**src/hdl/tmrz_pkg.sv**
```systemverilog
// Package for the eight/sixteen bit timer with prescaler and postscaler
package tmrz_pkg;

  // ==========================================================
  // Register byte addresses
  localparam logic [3:0] TMRZ_OFS_CTRL_A = 4'h0;
  localparam logic [3:0] TMRZ_OFS_CTRL_B = 4'h4;
  localparam logic [3:0] TMRZ_OFS_CNT_LO = 4'h8;
  localparam logic [3:0] TMRZ_OFS_CNT_HI = 4'hc;
  localparam logic [3:0] TMRZ_OFS_IRQ = 4'h0;
  localparam int TMRZ_ADDR_W = 5;
  localparam logic [4:0] TMRZ_OFS_IRQ_REG = 5'h10;

  // ==========================================================
  // Field positions
  localparam int TMRZ_A_EN = 7;
  localparam int TMRZ_A_OUT = 5;
  localparam int TMRZ_A_WIDE = 4;
  localparam int TMRZ_B_ASYNC = 4;
  localparam int TMRZ_IRQ_FLAG = 0;
  localparam int TMRZ_IRQ_EN = 1;

  // ==========================================================
  // Reset values
  localparam logic [7:0] TMRZ_RST_CTRL_A = 8'h00;
  localparam logic [7:0] TMRZ_RST_CTRL_B = 8'h00;
  localparam logic [7:0] TMRZ_RST_CNT_LO = 8'h00;
  localparam logic [7:0] TMRZ_RST_CNT_HI = 8'hff;

  // ==========================================================
  // Count source codes
  typedef enum logic [2:0] {
    TMRZ_SRC_PIN_TRUE = 3'h0,
    TMRZ_SRC_PIN_INV = 3'h1,
    TMRZ_SRC_INSTR = 3'h2,
    TMRZ_SRC_HFOSC = 3'h3,
    TMRZ_SRC_LFOSC = 3'h4,
    TMRZ_SRC_RSVD = 3'h5,
    TMRZ_SRC_SECONDARY_OSC = 3'h6,
    TMRZ_SRC_LC1 = 3'h7
  } tmrz_src_t;

  // Instruction clock is the system clock divided by four
  localparam int TMRZ_INSTR_DIV = 4;

  // ==========================================================
  // AXI4-Lite carriers
  localparam logic [1:0] TMRZ_RESP_OKAY = 2'h0;
  localparam logic [1:0] TMRZ_RESP_SLVERR = 2'h2;

  typedef struct packed {
    logic [4:0] awaddr;
    logic awvalid;
    logic [31:0] wdata;
    logic [3:0] wstrb;
    logic wvalid;
    logic bready;
    logic [4:0] araddr;
    logic arvalid;
    logic rready;
  } tmrz_axi_req_t;

  typedef struct packed {
    logic awready;
    logic wready;
    logic [1:0] bresp;
    logic bvalid;
    logic arready;
    logic [31:0] rdata;
    logic [1:0] rresp;
    logic rvalid;
  } tmrz_axi_rsp_t;

  // Clock source inputs, all sampled as synchronous levels
  typedef struct packed {
    logic pin;
    logic hfosc;
    logic lfosc;
    logic secondary_osc;
    logic lc1;
  } tmrz_src_in_t;

endpackage

```
**src/hdl/tmrz_timer.sv**
```systemverilog
// Eight/sixteen bit timer with prescaler, postscaler and AXI4-Lite registers
// Behaviour
// - Async mode counts every source or prescaler edge
// - Sync mode counts at most instruction clock rate
// - Three-bit field picks the count source
// - Internal source makes a prescaled timer
// - External source counts prescaled rising edges
// - Prescaler divides by two to the n
// - Prescaler hidden; cleared by low/control-b writes
// - Postscaler divides events by n plus one
// - Postscaler hidden; cleared by low/control-a writes
// - Sleep stops sync counter, async keeps counting
// - Event on period match or 16-bit rollover
// - Flag set every postscale-plus-one events
// - Enabled flag interrupts and wakes the CPU
// - Output pulses per postscaled event, derived toggles
// - Output to peripherals and status bit five
// - Enable bit seven runs or idles module
// - Bit four selects width, bit six zero
// - Low read latches true high byte
// - Low write loads high from buffer
// - Match clears low, reloads period buffer
// - Reset clears low, high becomes FFh
module tmrz_timer
  import tmrz_pkg::*;
#(
  parameter int PRESCALE_W = 15
) (
  input wire logic clk_sys,
  input wire logic rst_n,
  input wire tmrz_pkg::tmrz_axi_req_t axi_req,
  output tmrz_pkg::tmrz_axi_rsp_t axi_rsp,
  input wire tmrz_pkg::tmrz_src_in_t src_in,
  input wire logic sleep_active,
  output logic event_pulse,
  output logic event_toggle,
  output logic event_irq,
  output logic wake_req
);
  import tmrz_pkg::*;

  // Elaboration check: the prescaler counter is fixed at fifteen bits, its four-bit field picks one of sixteen ratios
  if (PRESCALE_W != 15) begin : g_bad_prescale
    $error("prescaler must be 15 bits for sixteen ratios");
  end

  typedef struct packed {
    logic [7:0] ctrl_a;
    logic [7:0] ctrl_b;
    logic [7:0] cnt_lo;
    logic [7:0] cnt_hi;
    logic [7:0] hi_buf;
    logic [7:0] period;
    logic flag;
    logic irq_en;
    logic [14:0] pre;
    logic [3:0] post;
    logic [1:0] sync;
    logic sync_prev;
    logic raw_prev;
    logic [1:0] idiv;
    logic pulse;
    logic toggle;
    logic aw_got;
    logic [4:0] awaddr;
    logic w_got;
    logic [31:0] wdata;
    logic [3:0] wstrb;
    logic bvalid;
    logic [1:0] bresp;
    logic rvalid;
    logic [31:0] rdata;
    logic [1:0] rresp;
  } tmrz_state_t;

  tmrz_state_t s_q;
  tmrz_state_t s_d;

  // ==========================================================
  // Register selects
  localparam logic [2:0] SEL_CTRL_A = 3'h0;
  localparam logic [2:0] SEL_CTRL_B = 3'h1;
  localparam logic [2:0] SEL_CNT_LO = 3'h2;
  localparam logic [2:0] SEL_CNT_HI = 3'h3;
  localparam logic [2:0] SEL_IRQ = 3'h4;
  localparam logic [2:0] SEL_NONE = 3'h7;

  // Register index decode, used by read and write sides
  // Misaligned and unmapped addresses fall to the error select
  function automatic logic [2:0] tmrz_decode(input logic [4:0] a);
    unique case (a)
      {1'b0, TMRZ_OFS_CTRL_A}: tmrz_decode = SEL_CTRL_A;
      {1'b0, TMRZ_OFS_CTRL_B}: tmrz_decode = SEL_CTRL_B;
      {1'b0, TMRZ_OFS_CNT_LO}: tmrz_decode = SEL_CNT_LO;
      {1'b0, TMRZ_OFS_CNT_HI}: tmrz_decode = SEL_CNT_HI;
      TMRZ_OFS_IRQ_REG: tmrz_decode = SEL_IRQ;
      default: tmrz_decode = SEL_NONE;
    endcase
  endfunction

  logic raw_src;
  logic src_valid;
  logic sync_mode;
  logic edge_in;
  logic pre_tick;
  logic inc;
  logic match8;
  logic roll16;
  logic cnt_event;
  logic post_done;
  logic [14:0] pre_mask;
  logic [15:0] cnt_next;
  logic [2:0] wsel;
  logic [2:0] rsel;
  logic do_write;
  logic do_read;
  logic wr_lo;
  logic [7:0] wbyte;

  always_comb begin
    s_d = s_q;

    // ========================================================
    // Source selection
    // source select decode
    src_valid = 1'b1;
    unique case (tmrz_src_t'(s_q.ctrl_b[7:5]))
      TMRZ_SRC_PIN_TRUE: raw_src = src_in.pin;
      TMRZ_SRC_PIN_INV: raw_src = ~src_in.pin;
      TMRZ_SRC_INSTR: raw_src = s_q.idiv[1];
      TMRZ_SRC_HFOSC: raw_src = src_in.hfosc;
      TMRZ_SRC_LFOSC: raw_src = src_in.lfosc;
      TMRZ_SRC_SECONDARY_OSC: raw_src = src_in.secondary_osc;
      TMRZ_SRC_LC1: raw_src = src_in.lc1;
      default: begin
        raw_src = 1'b0;
        src_valid = 1'b0;
      end
    endcase

    sync_mode = ~s_q.ctrl_b[TMRZ_B_ASYNC];
    s_d.idiv = s_q.idiv + 2'h1;
    s_d.sync = {s_q.sync[0], raw_src};
    s_d.raw_prev = raw_src;
    if (s_q.idiv == 2'h3) begin
      s_d.sync_prev = s_q.sync[1];
    end
    // async uses raw edges, sync one per instruction cycle
    if (sync_mode) begin
      edge_in = (s_q.idiv == 2'h3) && s_q.sync[1] && !s_q.sync_prev;
      // Instruction clock sits on the tick grid; sampling it there would alias to a level
      if (tmrz_src_t'(s_q.ctrl_b[7:5]) == TMRZ_SRC_INSTR) begin
        edge_in = (s_q.idiv == 2'h3);
      end
    end else begin
      edge_in = raw_src && !s_q.raw_prev;
    end
    // disabled or sleeping sync counter halts
    edge_in = edge_in && src_valid && s_q.ctrl_a[TMRZ_A_EN]
      && !(sleep_active && sync_mode);

    // ========================================================
    // Prescaler
    // divide by two to the n
    pre_mask = 15'((16'h1 << s_q.ctrl_b[3:0]) - 16'h1);
    pre_tick = 1'b0;
    if (edge_in) begin
      if ((s_q.pre & pre_mask) == pre_mask) begin
        pre_tick = 1'b1;
        s_d.pre = 15'h0;
      end else begin
        s_d.pre = s_q.pre + 15'h1;
      end
    end
    inc = pre_tick;

    // ========================================================
    // Counter and events
    cnt_next = {s_q.cnt_hi, s_q.cnt_lo} + 16'h1;
    match8 = !s_q.ctrl_a[TMRZ_A_WIDE] && (s_q.cnt_lo == s_q.period);
    roll16 = s_q.ctrl_a[TMRZ_A_WIDE] && ({s_q.cnt_hi, s_q.cnt_lo} == 16'hffff);
    cnt_event = inc && (match8 || roll16);
    if (inc) begin
      if (s_q.ctrl_a[TMRZ_A_WIDE]) begin
        s_d.cnt_lo = cnt_next[7:0];
        s_d.cnt_hi = cnt_next[15:8];
      end else if (match8) begin
        s_d.cnt_lo = 8'h00;
        s_d.period = s_q.hi_buf;
      end else begin
        s_d.cnt_lo = s_q.cnt_lo + 8'h01;
      end
    end
    post_done = 1'b0;
    if (cnt_event) begin
      if (s_q.post == s_q.ctrl_a[3:0]) begin
        post_done = 1'b1;
        s_d.post = 4'h0;
      end else begin
        s_d.post = s_q.post + 4'h1;
      end
    end
    // pulse held until the next counter increment, toggle on its rise
    if (post_done) begin
      s_d.pulse = 1'b1;
      if (!s_q.pulse) begin
        s_d.toggle = ~s_q.toggle;
      end
    end else if (inc) begin
      s_d.pulse = 1'b0;
    end

    // ========================================================
    // AXI4-Lite slave
    if (axi_req.awvalid && !s_q.aw_got) begin
      s_d.aw_got = 1'b1;
      s_d.awaddr = axi_req.awaddr;
    end
    if (axi_req.wvalid && !s_q.w_got) begin
      s_d.w_got = 1'b1;
      s_d.wdata = axi_req.wdata;
      s_d.wstrb = axi_req.wstrb;
    end
    do_write = s_q.aw_got && s_q.w_got && !s_q.bvalid;
    wsel = tmrz_decode(s_q.awaddr);
    wbyte = s_q.wdata[7:0];
    wr_lo = 1'b0;
    if (do_write) begin
      s_d.aw_got = 1'b0;
      s_d.w_got = 1'b0;
      s_d.bvalid = 1'b1;
      s_d.bresp = (wsel == SEL_NONE) ? TMRZ_RESP_SLVERR : TMRZ_RESP_OKAY;
      if (s_q.wstrb[0]) begin
        unique case (wsel)
          SEL_CTRL_A: begin
            s_d.ctrl_a = {wbyte[7], 1'b0, 1'b0, wbyte[4:0]};
            s_d.post = 4'h0;
          end
          SEL_CTRL_B: begin
            s_d.ctrl_b = wbyte;
            s_d.pre = 15'h0;
          end
          SEL_CNT_LO: begin
            // low write clears scalers, loads high
            wr_lo = 1'b1;
            s_d.cnt_lo = wbyte;
            s_d.pre = 15'h0;
            s_d.post = 4'h0;
            if (s_q.ctrl_a[TMRZ_A_WIDE]) begin
              s_d.cnt_hi = s_q.hi_buf;
            end
          end
          SEL_CNT_HI: begin
            s_d.hi_buf = wbyte;
          end
          SEL_IRQ: begin
            s_d.irq_en = wbyte[TMRZ_IRQ_EN];
            if (wbyte[TMRZ_IRQ_FLAG] == 1'b0) begin
              s_d.flag = 1'b0;
            end
          end
          default: begin
          end
        endcase
      end
    end
    if (s_q.bvalid && axi_req.bready) begin
      s_d.bvalid = 1'b0;
    end

    // flag set wins over software clear
    if (post_done) begin
      s_d.flag = 1'b1;
    end

    do_read = axi_req.arvalid && !s_q.rvalid;
    rsel = tmrz_decode(axi_req.araddr);
    if (do_read) begin
      s_d.rvalid = 1'b1;
      s_d.rresp = (rsel == SEL_NONE) ? TMRZ_RESP_SLVERR : TMRZ_RESP_OKAY;
      s_d.rdata = 32'h0;
      unique case (rsel)
        SEL_CTRL_A: s_d.rdata[7:0] = {s_q.ctrl_a[7], 1'b0, s_q.pulse, s_q.ctrl_a[4:0]};
        SEL_CTRL_B: s_d.rdata[7:0] = s_q.ctrl_b;
        SEL_CNT_LO: begin
          s_d.rdata[7:0] = s_q.cnt_lo;
          if (s_q.ctrl_a[TMRZ_A_WIDE] && !wr_lo) begin
            s_d.hi_buf = s_q.cnt_hi;
          end
        end
        SEL_CNT_HI: s_d.rdata[7:0] = s_q.hi_buf;
        SEL_IRQ: s_d.rdata[1:0] = {s_q.irq_en, s_q.flag};
        default: s_d.rdata = 32'h0;
      endcase
    end
    if (s_q.rvalid && axi_req.rready) begin
      s_d.rvalid = 1'b0;
    end
  end

  always_ff @(posedge clk_sys or negedge rst_n) begin
    if (!rst_n) begin
      s_q <= '0;
      s_q.ctrl_a <= TMRZ_RST_CTRL_A;
      s_q.ctrl_b <= TMRZ_RST_CTRL_B;
      s_q.cnt_lo <= TMRZ_RST_CNT_LO;
      s_q.cnt_hi <= TMRZ_RST_CNT_HI;
      s_q.hi_buf <= TMRZ_RST_CNT_HI;
      s_q.period <= TMRZ_RST_CNT_HI;
    end else begin
      s_q <= s_d;
    end
  end

  // ==========================================================
  // Outputs
  assign axi_rsp.awready = !s_q.aw_got;
  assign axi_rsp.wready = !s_q.w_got;
  assign axi_rsp.bvalid = s_q.bvalid;
  assign axi_rsp.bresp = s_q.bresp;
  assign axi_rsp.arready = !s_q.rvalid;
  assign axi_rsp.rvalid = s_q.rvalid;
  assign axi_rsp.rdata = s_q.rdata;
  assign axi_rsp.rresp = s_q.rresp;
  assign event_pulse = s_q.pulse;
  assign event_toggle = s_q.toggle;
  assign event_irq = s_q.flag && s_q.irq_en;
  assign wake_req = s_q.flag && s_q.irq_en && sleep_active;

endmodule

```
**config.mk**
```make
export PLATFORM = sky130hd
export DESIGN_NAME = tmrz_timer
export DESIGN_NICKNAME = d
export VERILOG_FILES = /design/src/hdl/tmrz_pkg.sv /design/src/hdl/tmrz_timer.sv
export SDC_FILE = /design/constraint.sdc
export NUM_CORES = 1
export LEC_CHECK = 0
export ABC_CLOCK_PERIOD_IN_PS = 7250
export BUFFER_PORTS_ARGS = -buffer_cell sky130_fd_sc_hd__buf_2
export CORE_UTILIZATION = 47
export DETAILED_ROUTE_END_ITERATION = 8
export PLACE_DENSITY_LB_ADDON = 0.2
export SYNTH_ARGS = -nofsm -noshare
export SYNTH_HDL_FRONTEND = slang
export SYNTH_SLANG_ARGS = --single-unit
```
**constraint.sdc**
```tcl
create_clock -name clk_sys -period 7.25 [get_ports clk_sys]
set_clock_uncertainty 0.2 [all_clocks]
set_input_delay 1.0875 -clock clk_sys [delete_from_list [all_inputs] [get_ports clk_sys]]
set_output_delay 1.0875 -clock clk_sys [all_outputs]
set_load 0.01 [all_outputs]
```
# Yosys cells after proc, flatten, opt, wreduce, memory -nomap -nowiden
# Index checks and enable logic that the tools add are counted.
[word_totals] reg_bits=132 elab_cells=171
[op_classes] addsub=6 eq_ne=30 shifts=1 n_mux=50 n_bitwise=6 n_reduce_logical=52
[op_table] operator="8-bit two-way mux" count=8
[op_table] operator="24-bit two-way mux" count=2
[op_table] operator="15-bit two-way mux" count=3
[op_table] operator="21-bit two-way mux" count=2
[op_table] operator="37-bit two-way mux" count=1
[op_table] operator="35-bit two-way mux" count=1
[op_table] operator="16-bit two-way mux" count=2
[op_table] operator="3-bit case mux with 5 select lines" count=2
[op_table] operator="6-bit case mux with 4 select lines" count=1
[op_table] operator="3-bit == test, second input constant" count=7
[op_table] operator="5-bit by 4-bit == test with 1-bit output, second input constant" count=4
[op_table] operator="1-bit logical AND" count=20
[op_table] operator="3-bit by 2-bit == test with 1-bit output, second input constant" count=6
[op_table] operator="1-bit two-way mux" count=18
[op_table] operator="16-bit by 1-bit adder with 16-bit output, second input constant" count=1
[op_table] operator="16-bit == test, second input constant" count=1
[op_table] operator="2-bit nonzero test" count=8
[op_table] operator="15-bit by 1-bit adder with 15-bit output, second input constant" count=1
[op_table] operator="15-bit AND" count=1
[op_table] operator="15-bit == test" count=1
[op_table] operator="1-bit by 4-bit << shifter with 15-bit output, first input constant" count=1
[op_table] operator="15-bit by 1-bit subtractor with 15-bit output, second input constant" count=1
[op_table] operator="4-bit two-way mux" count=3
[op_table] operator="3-bit AND reduction" count=4
[op_table] operator="24 further kinds" count=46

# Depth between registers and ports, before layout
# Gate-level depths: netlist of run 1.
[depth] ltp_word=17 depth_mapped=15 ltp_nobuf=10

# Worst setup path after synthesis of run 1
# Ideal clock, no wire load.
[synth_timing] path_type="register to register" startpoint="register s_q[144] (netlist name)" endpoint="register s_q[110] (netlist name)" setup_time_ns=0.082 arrival_ns=2.827 t_required_ns=6.968 slack_ns=4.141 path_stages_with_launch=13 period_less_slack_ns=3.109 cell_sequence="dfrtp_1 -> buf_4 -> nor3_1 -> nand2_1 -> ha_1 -> buf_4 -> xor2_1 -> a2bb2oi_2 -> o221ai_2 -> a211oi_4 -> nand3_4 -> nor2_2 -> mux2_2"
[synth_via] elab_chain_cells=7
[synth_rtl] item="start, declared" line_no="tmrz_timer.sv:76" text="tmrz_state_t s_q;"
[synth_rtl] item="1-bit by 4-bit << shifter with 15-bit output *" line_no="tmrz_timer.sv:165" text="pre_mask = 15'((16'h1 << s_q.ctrl_b[3:0]) - 16'h1);"
[synth_rtl] item="15-bit by 1-bit subtractor with 15-bit output *" line_no="tmrz_timer.sv:165"
[synth_rtl] item="15-bit AND" line_no="tmrz_timer.sv:168" text="if ((s_q.pre & pre_mask) == pre_mask) begin"
[synth_rtl] item="15-bit == test *" line_no="tmrz_timer.sv:168"
[synth_rtl] item="1-bit two-way mux *" line_no="tmrz_timer.sv:168"
[synth_rtl] item="1-bit two-way mux *" line_no="tmrz_timer.sv:167" text="if (edge_in) begin"
[synth_rtl] item="3-bit AND reduction (no line) *"
# Mark *: on every way between the ends. The rest lies on a longest branch, timed or not.
# A chain may end at the register's enable or synchronous reset.

==> flow_metrics.env, run 1 <==
export IMPL_status="finished, final reports clean"
export IMPL_max_freq_ghz=0.262
export IMPL_syn_area_per_cell_um2=9.94
export IMPL_via_per_inst=5.74
export IMPL_hold_end="s_q[88]"
export IMPL_r2r_end="s_q[94]"
export IMPL_die_w_um=115
export IMPL_wl_per_cell_um=17.6
export IMPL_grt_pass1_vias=4441
export IMPL_synthesis_area_um2=6040
export IMPL_synthMuxAreaShare=0.0924
export IMPL_numCtsBuffers=9
export IMPL_h_tree_depth=3
export IMPL_reg2regPathDepth=10
export IMPL_drt_initial_drc_count=222
export IMPL_layout_cells_non_filler=801
export IMPL_p_per_area_nw_per_um2=343
export IMPL_clock_path_buffers=2
export IMPL_grt_use_total=0.236
export IMPL_final_fill_count=1151
export IMPL_synth_main_ff_cell="dfrtp_1"
export IMPL_cts_tree="done"
export IMPL_clk_pin_slew_ns=0.07
export IMPL_crit_required_ns=7.29
export IMPL_yosys_area_share_adder=0.0104
export IMPL_cts_resized=0
export IMPL_synth_edff_count=0
export IMPL_start_kind="flop"
export IMPL_drtPass1Iterations=7
export IMPL_r2r_slack_ns=3.44
export IMPL_grt_pass1_wl_um=23600
export IMPL_yosys_warnings=0
export IMPL_ys_ff_latch=102
export IMPL_tns_ns=0
export IMPL_synth_top_family_by_area="simple AND/OR/NAND/NOR gates"
export IMPL_worstSetupPathType="flop to flop"
export IMPL_relSlewSlack=0.143
export IMPL_p_leak_nw=2.83
export IMPL_dieArea_um2=13300
export IMPL_synth_simple_gate_area_frac=0.211
export IMPL_drv_cap=0
export IMPL_start_util=0.481
export IMPL_coreArea_um2=12600
export IMPL_slew_violations=0
export IMPL_synth_xor_xnor_area_share=0.0464
export IMPL_final_hold_violation_count=0
export IMPL_synth_compound_area_frac=0.127
export IMPL_critPathArrivalTime_ns=3.85
export IMPL_worst_pin_slew_ns=1.28
export IMPL_hpwl_um=9990
export IMPL_synth_distinct_cells=72
export IMPL_rr_startpoint="s_q[145]"
export IMPL_holdPathStages=0
export IMPL_synth_seq_area_share=0.427
export IMPL_min_delay_start="s_d[88]"
export IMPL_nNetsFinal=688
export IMPL_post_place_cells=785
export IMPL_setup_violations=0
export IMPL_clock_sinks=102
export IMPL_async_flop_share=1.00
export IMPL_period_share=0.526
export IMPL_pin_count=104
export IMPL_fin_crit_ns=3.81
export IMPL_clk_latency_ns=0.36
export IMPL_antenna_cells=0
export IMPL_ant_nets=0
export IMPL_ctsRootBufferMaster="clkbuf_16"
export IMPL_synth_cells=608
export IMPL_peakVddDrop_mv=0.217
export IMPL_vias=4594
export IMPL_die_y_um=115
export IMPL_antenna_found_initial=0
export IMPL_cp_end_kind="flop"
export IMPL_num_rows=41
export IMPL_grt_max_degree=61
export IMPL_grt_overflow=0
export IMPL_worstHoldPathType="flop to flop"
export IMPL_cp_max_fo=17
export IMPL_postCtsSetupBuffers=0
export IMPL_route_detailed_drc=0
export IMPL_area_growth_pct=6.77
export IMPL_port_buffers=50
export IMPL_drive_gt1_frac=0.245
export IMPL_routabilityCongestion=0.886
export IMPL_cts_hold_buf=0
export IMPL_rsz0062_at_grt="false"
export IMPL_drt_total_wl_um=14100
cell type report:
type / instances / area, um^2 / share of cell area
clock inverters: 6 / 68.8 / 0.0107
multi-input cells: 446 / 3040 / 0.471
well taps: 172 / 215 / 0.0334
flip-flops and latches: 102 / 2580 / 0.400
inverters: 12 / 45.0 / 0.00698
clock buffers: 10 / 229 / 0.0355
repair buffers: 53 / 275 / 0.0427
sequential cells by signal, summed over array words and instances (netlist names), named ones only:
signal and cells:
s_q 79, axi_rsp 12, event_pulse 1, event_toggle 1
s_d 1
worst max-delay path by stage:
stage | end | start | cells past startpoint | slack, ns
after floorplan | s_q[110] | s_q[144] | 12 | 4.14
after global placement | s_q[112] | src_in[2] | 8 | 3.56
after detailed placement | s_q[94] | s_q[145] | 10 | 3.51
after CTS | s_q[94] | s_q[145] | 10 | 3.48
after global routing | s_q[94] | s_q[145] | 10 | 3.10
final | s_q[94] | s_q[145] | 10 | 3.44
critical path, stage by stage (launching register included):
cell and delay (ns):
dfrtp_1 0.63, nor3_1 0.39, nand2_1 0.12, ha_1 0.37, nor2_1 0.23, mux2i_1 0.10
o311ai_1 0.53, a211o_1 0.36, nor3_2 0.16, buf_4 0.26, a2111oi_2 0.34
report_power, final:
group          internal [mW]  total (mW)  switching (mW)
registers              0.734       0.983           0.249
clock network          0.272       0.492           0.220
logic                  0.326       0.738           0.412
cells by family after synthesis:
kind of cell,count (synthesis)
XOR/XNOR,32
adder cells (fa/ha/maj),5
AO/OA/AOI/OAI,103
multiplexers,51
buffers and inverters,85
flip-flops,102
AND/OR/NAND/NOR,229
other,1
through the flow:
stage / cell area (um^2) / power [mW] / hold WS [ns] / setup slack, ns / util
2_1_floorplan: 6140 / 1.53 / 0.154 / 4.14 / -
3_3_place_gp: 6150 / 1.70 / 0.172 / 3.56 / 0.490
3_5_place_dp: 6150 / 1.73 / 0.174 / 3.51 / 0.490
4_1_cts: 6450 / 2.22 / 0.189 / 3.48 / 0.513
5_1_grt: 6450 / 2.36 / 0.197 / 3.10 / 0.513
6_report: 6450 / 2.21 / 0.187 / 3.44 / 0.513
Yosys cell counts, drive strengths merged (4+ instances only):
cell type  count  area [um^2]
dfrtp         78         1950
buf           57          413
nand2         55          206
nor2          40          158
mux2          38          428
o21ai         31          155
dfstp         24          631
nand3         22          123
nor4          20          163
nor2b         18          113
xor2          18          158
a31oi         16          100
clkbuf        16         60.1
nand4         15         93.8
xnor2         14          123
mux2i         13          130
nor3          13         70.1
inv           12         45.0
and3          11         68.8
a21oi          8         51.3
a222oi         7         70.1
a22o           7         61.3
and2           6         37.5
ha             5         62.6
or3            4         25.0
or4            4         30.0
cells in the final DEF (no fill, tap or decap), drive strengths merged, types with 4 or more instances in the layout:
cell type / Yosys / final
a21oi: 8 / 8
a222oi: 7 / 7
a22o: 7 / 7
a31oi: 16 / 16
and2: 6 / 6
and3: 11 / 11
buf: 57 / 53
clkbuf: 16 / 10
conb: 1 / 26
dfrtp: 78 / 78
dfstp: 24 / 24
ha: 5 / 5
inv: 12 / 15
mux2: 38 / 38
mux2i: 13 / 13
nand2: 55 / 55
nand3: 22 / 22
nand4: 15 / 15
nor2: 40 / 40
nor2b: 18 / 18
nor3: 13 / 13
nor4: 20 / 20
o21ai: 31 / 31
or3: 4 / 4
or4: 4 / 4
xnor2: 14 / 14
xor2: 18 / 18
layer usage:
layer | wire length, um | GRT usage
met5 | 0 | 0
met1 | 6370 | 0.315
met4 | 279 | 0.0771
met3 | 861 | 0.0654
met2 | 6550 | 0.370
Power figures use the tool's default switching activity.
==> inputs of run 2 (changes only) <==
- ABC_CLOCK_PERIOD_IN_PS: 7250 -> 3900
- clock period: 7.25 -> 3.9 ns (I/O delays scaled with it)
==> flow_metrics.env, run 2 (synthesized netlist as in run 1, its figures left out) <==
export IMPL_status="finished, final reports clean"
export IMPL_grt_use_met1=0.323
export IMPL_antenna_cells=0
export IMPL_cellInternalPower_mw=2.44
export IMPL_postCtsSetupBuffers=0
export IMPL_start_kind="flop"
export IMPL_route_detailed_drc=0
export IMPL_setup_violations=0
export IMPL_fin_crit_ns=3.56
export IMPL_routabilityCongestion=0.920
export IMPL_worst_pin_slew_ns=0.968
export IMPL_die_w_um=115
export IMPL_register_area_um2=2580
export IMPL_cp_max_fo=11
export IMPL_p_leak_nw=2.87
export IMPL_hpwl_um=10500
export IMPL_rr_startpoint="s_q[145]"
export IMPL_tns_ns=0
export IMPL_final_common_cell="dfrtp_1"
export IMPL_cts_tree="done"
export IMPL_drt_total_wl_um=14500
export IMPL_startpoint="s_q[145]"
export IMPL_grt_overflow=0
export IMPL_regMostFlops="s_q"
export IMPL_multi_input_comb_area_um2=3040
export IMPL_slew_violations=0
export IMPL_p_clk_frac=0.211
export IMPL_wl_per_cell_um=17.8
export IMPL_port_buffers=50
export IMPL_p_per_area_nw_per_um2=633
export IMPL_peakVddDrop_mv=0.442
export IMPL_pwr_share_comb=0.357
export IMPL_vias=4630
export IMPL_cp_end_kind="flop"
export IMPL_p_sw_mw=1.68
export IMPL_coreArea_um2=12600
export IMPL_final_hold_violation_count=0
export IMPL_clk_latency_ns=0.36
export IMPL_cts_resized=0
export IMPL_drive_gt1_frac=0.258
export IMPL_use_met2=0.381
export IMPL_critPathArrivalTime_ns=3.65
export IMPL_grt_use_total=0.237
export IMPL_max_freq_ghz=0.281
export IMPL_grt_pass1_wl_um=23700
export IMPL_via_per_inst=5.70
export IMPL_start_util=0.481
export IMPL_numCtsBuffers=9
export IMPL_worstHoldPathType="primary input to asynchronous set/reset pin"
export IMPL_final_cell_mix="78 x dfrtp_1, 55 x nand2_1, 49 x buf_2"
export IMPL_clock_sinks=102
export IMPL_ant_nets=0
export IMPL_nNetsFinal=699
export IMPL_crit_required_ns=3.98
export IMPL_num_rows=41
export IMPL_ctsRootBufferMaster="clkbuf_16"
export IMPL_cts_hold_buf=0
export IMPL_finalPower_mw=4.13
export IMPL_grt_max_degree=78
export IMPL_drt_initial_drc_count=251
export IMPL_met3_usage=0.0427
export IMPL_area_growth_pct=7.87
export IMPL_rsz0062_at_grt="false"
export IMPL_clock_path_buffers=2
export IMPL_drtPass1Iterations=5
export IMPL_largest_reg_flops=79
export IMPL_h_tree_depth=3
export IMPL_grt_pass1_vias=4500
export IMPL_antenna_found_initial=0
export IMPL_seqPwrFrac=0.432
export IMPL_dieArea_um2=13300
export IMPL_pin_count=104
export IMPL_final_fill_count=1144
export IMPL_worstSetupPathType="flop to flop"
export IMPL_grt_busiest_layer="met2"
export IMPL_relSlewSlack=0.354
export IMPL_clk_pin_slew_ns=0.07
export IMPL_die_y_um=115
export IMPL_switching_share=0.408
export IMPL_drv_cap=0
export IMPL_period_share=0.913
[run 2: cell types whose count changed in the layout (fill, tap and decap cells not counted)]
| cell | change |
|---|---|
| clkinv_4 | +1 |
| buf_4 | +11 |
| bufinv_16 | -1 |
| clkinv_2 | -2 |
| clkinvlp_4 | +2 |
[run 2: worst paths after layout]
path,to,cells after the start,slack [ns]
worst min-delay path,axi_rsp[6],1,0.19
worst max-delay path,s_q[117],10,0.34
min in group clk_sys,s_q[88],0,0.19
worst min register to register,s_q[88],0,0.19
worst max register to register,s_q[117],10,0.34
max in group asynchronous,s_q[121],2,2.40
[run 2: final cells by class]
cell class                 count  share of cell area
sequential                   102               0.396
inverter                      12             0.00691
multi-input combinational    446               0.466
clock inverter                 6             0.00806
tap                          172              0.0330
clock buffer                  10              0.0351
timing repair buffer          64              0.0549
[run 2: stage by stage]
step,setup slack (ns),utilization,std cells,cell area (um^2),hold slack (ns)
after floorplan,0.791,-,633,6140,0.0894
after global placement,0.443,0.496,796,6240,0.161
after detailed placement,0.386,0.496,796,6240,0.179
after CTS,0.359,0.519,812,6520,0.185
after global routing,0.125,0.519,812,6520,0.208
final,0.338,0.519,812,6520,0.190
[run 2: critical path, cell delays in order (launching register included)]
cell,delay (ns)
dfrtp_1,0.51
nor3_1,0.35
nand2_1,0.11
ha_1,0.34
xor2_1,0.24
a2bb2oi_2,0.18
o221ai_2,0.14
a211oi_4,0.37
nand3_4,0.21
nor2_2,0.42
mux2_2,0.40
[run 2: power groups by stage]
| stage | registers (mW) | clock network (mW) | logic [mW] |
|---|---|---|---|
| 2_1_floorplan | 1.57 | 0 | 1.27 |
| 3_3_place_gp | 1.78 | 0 | 1.43 |
| 3_5_place_dp | 1.79 | 0 | 1.47 |
| 4_1_cts | 1.77 | 0.892 | 1.47 |
| 5_1_grt | 1.82 | 0.937 | 1.63 |
| 6_report | 1.78 | 0.870 | 1.47 |
[run 2: metal layers]
metal / part of all wire / wire, um
met1: 0.46 / 6650
met2: 0.47 / 6770
met3: 0.053 / 764
met4: 0.019 / 279
met5: 0 / 0
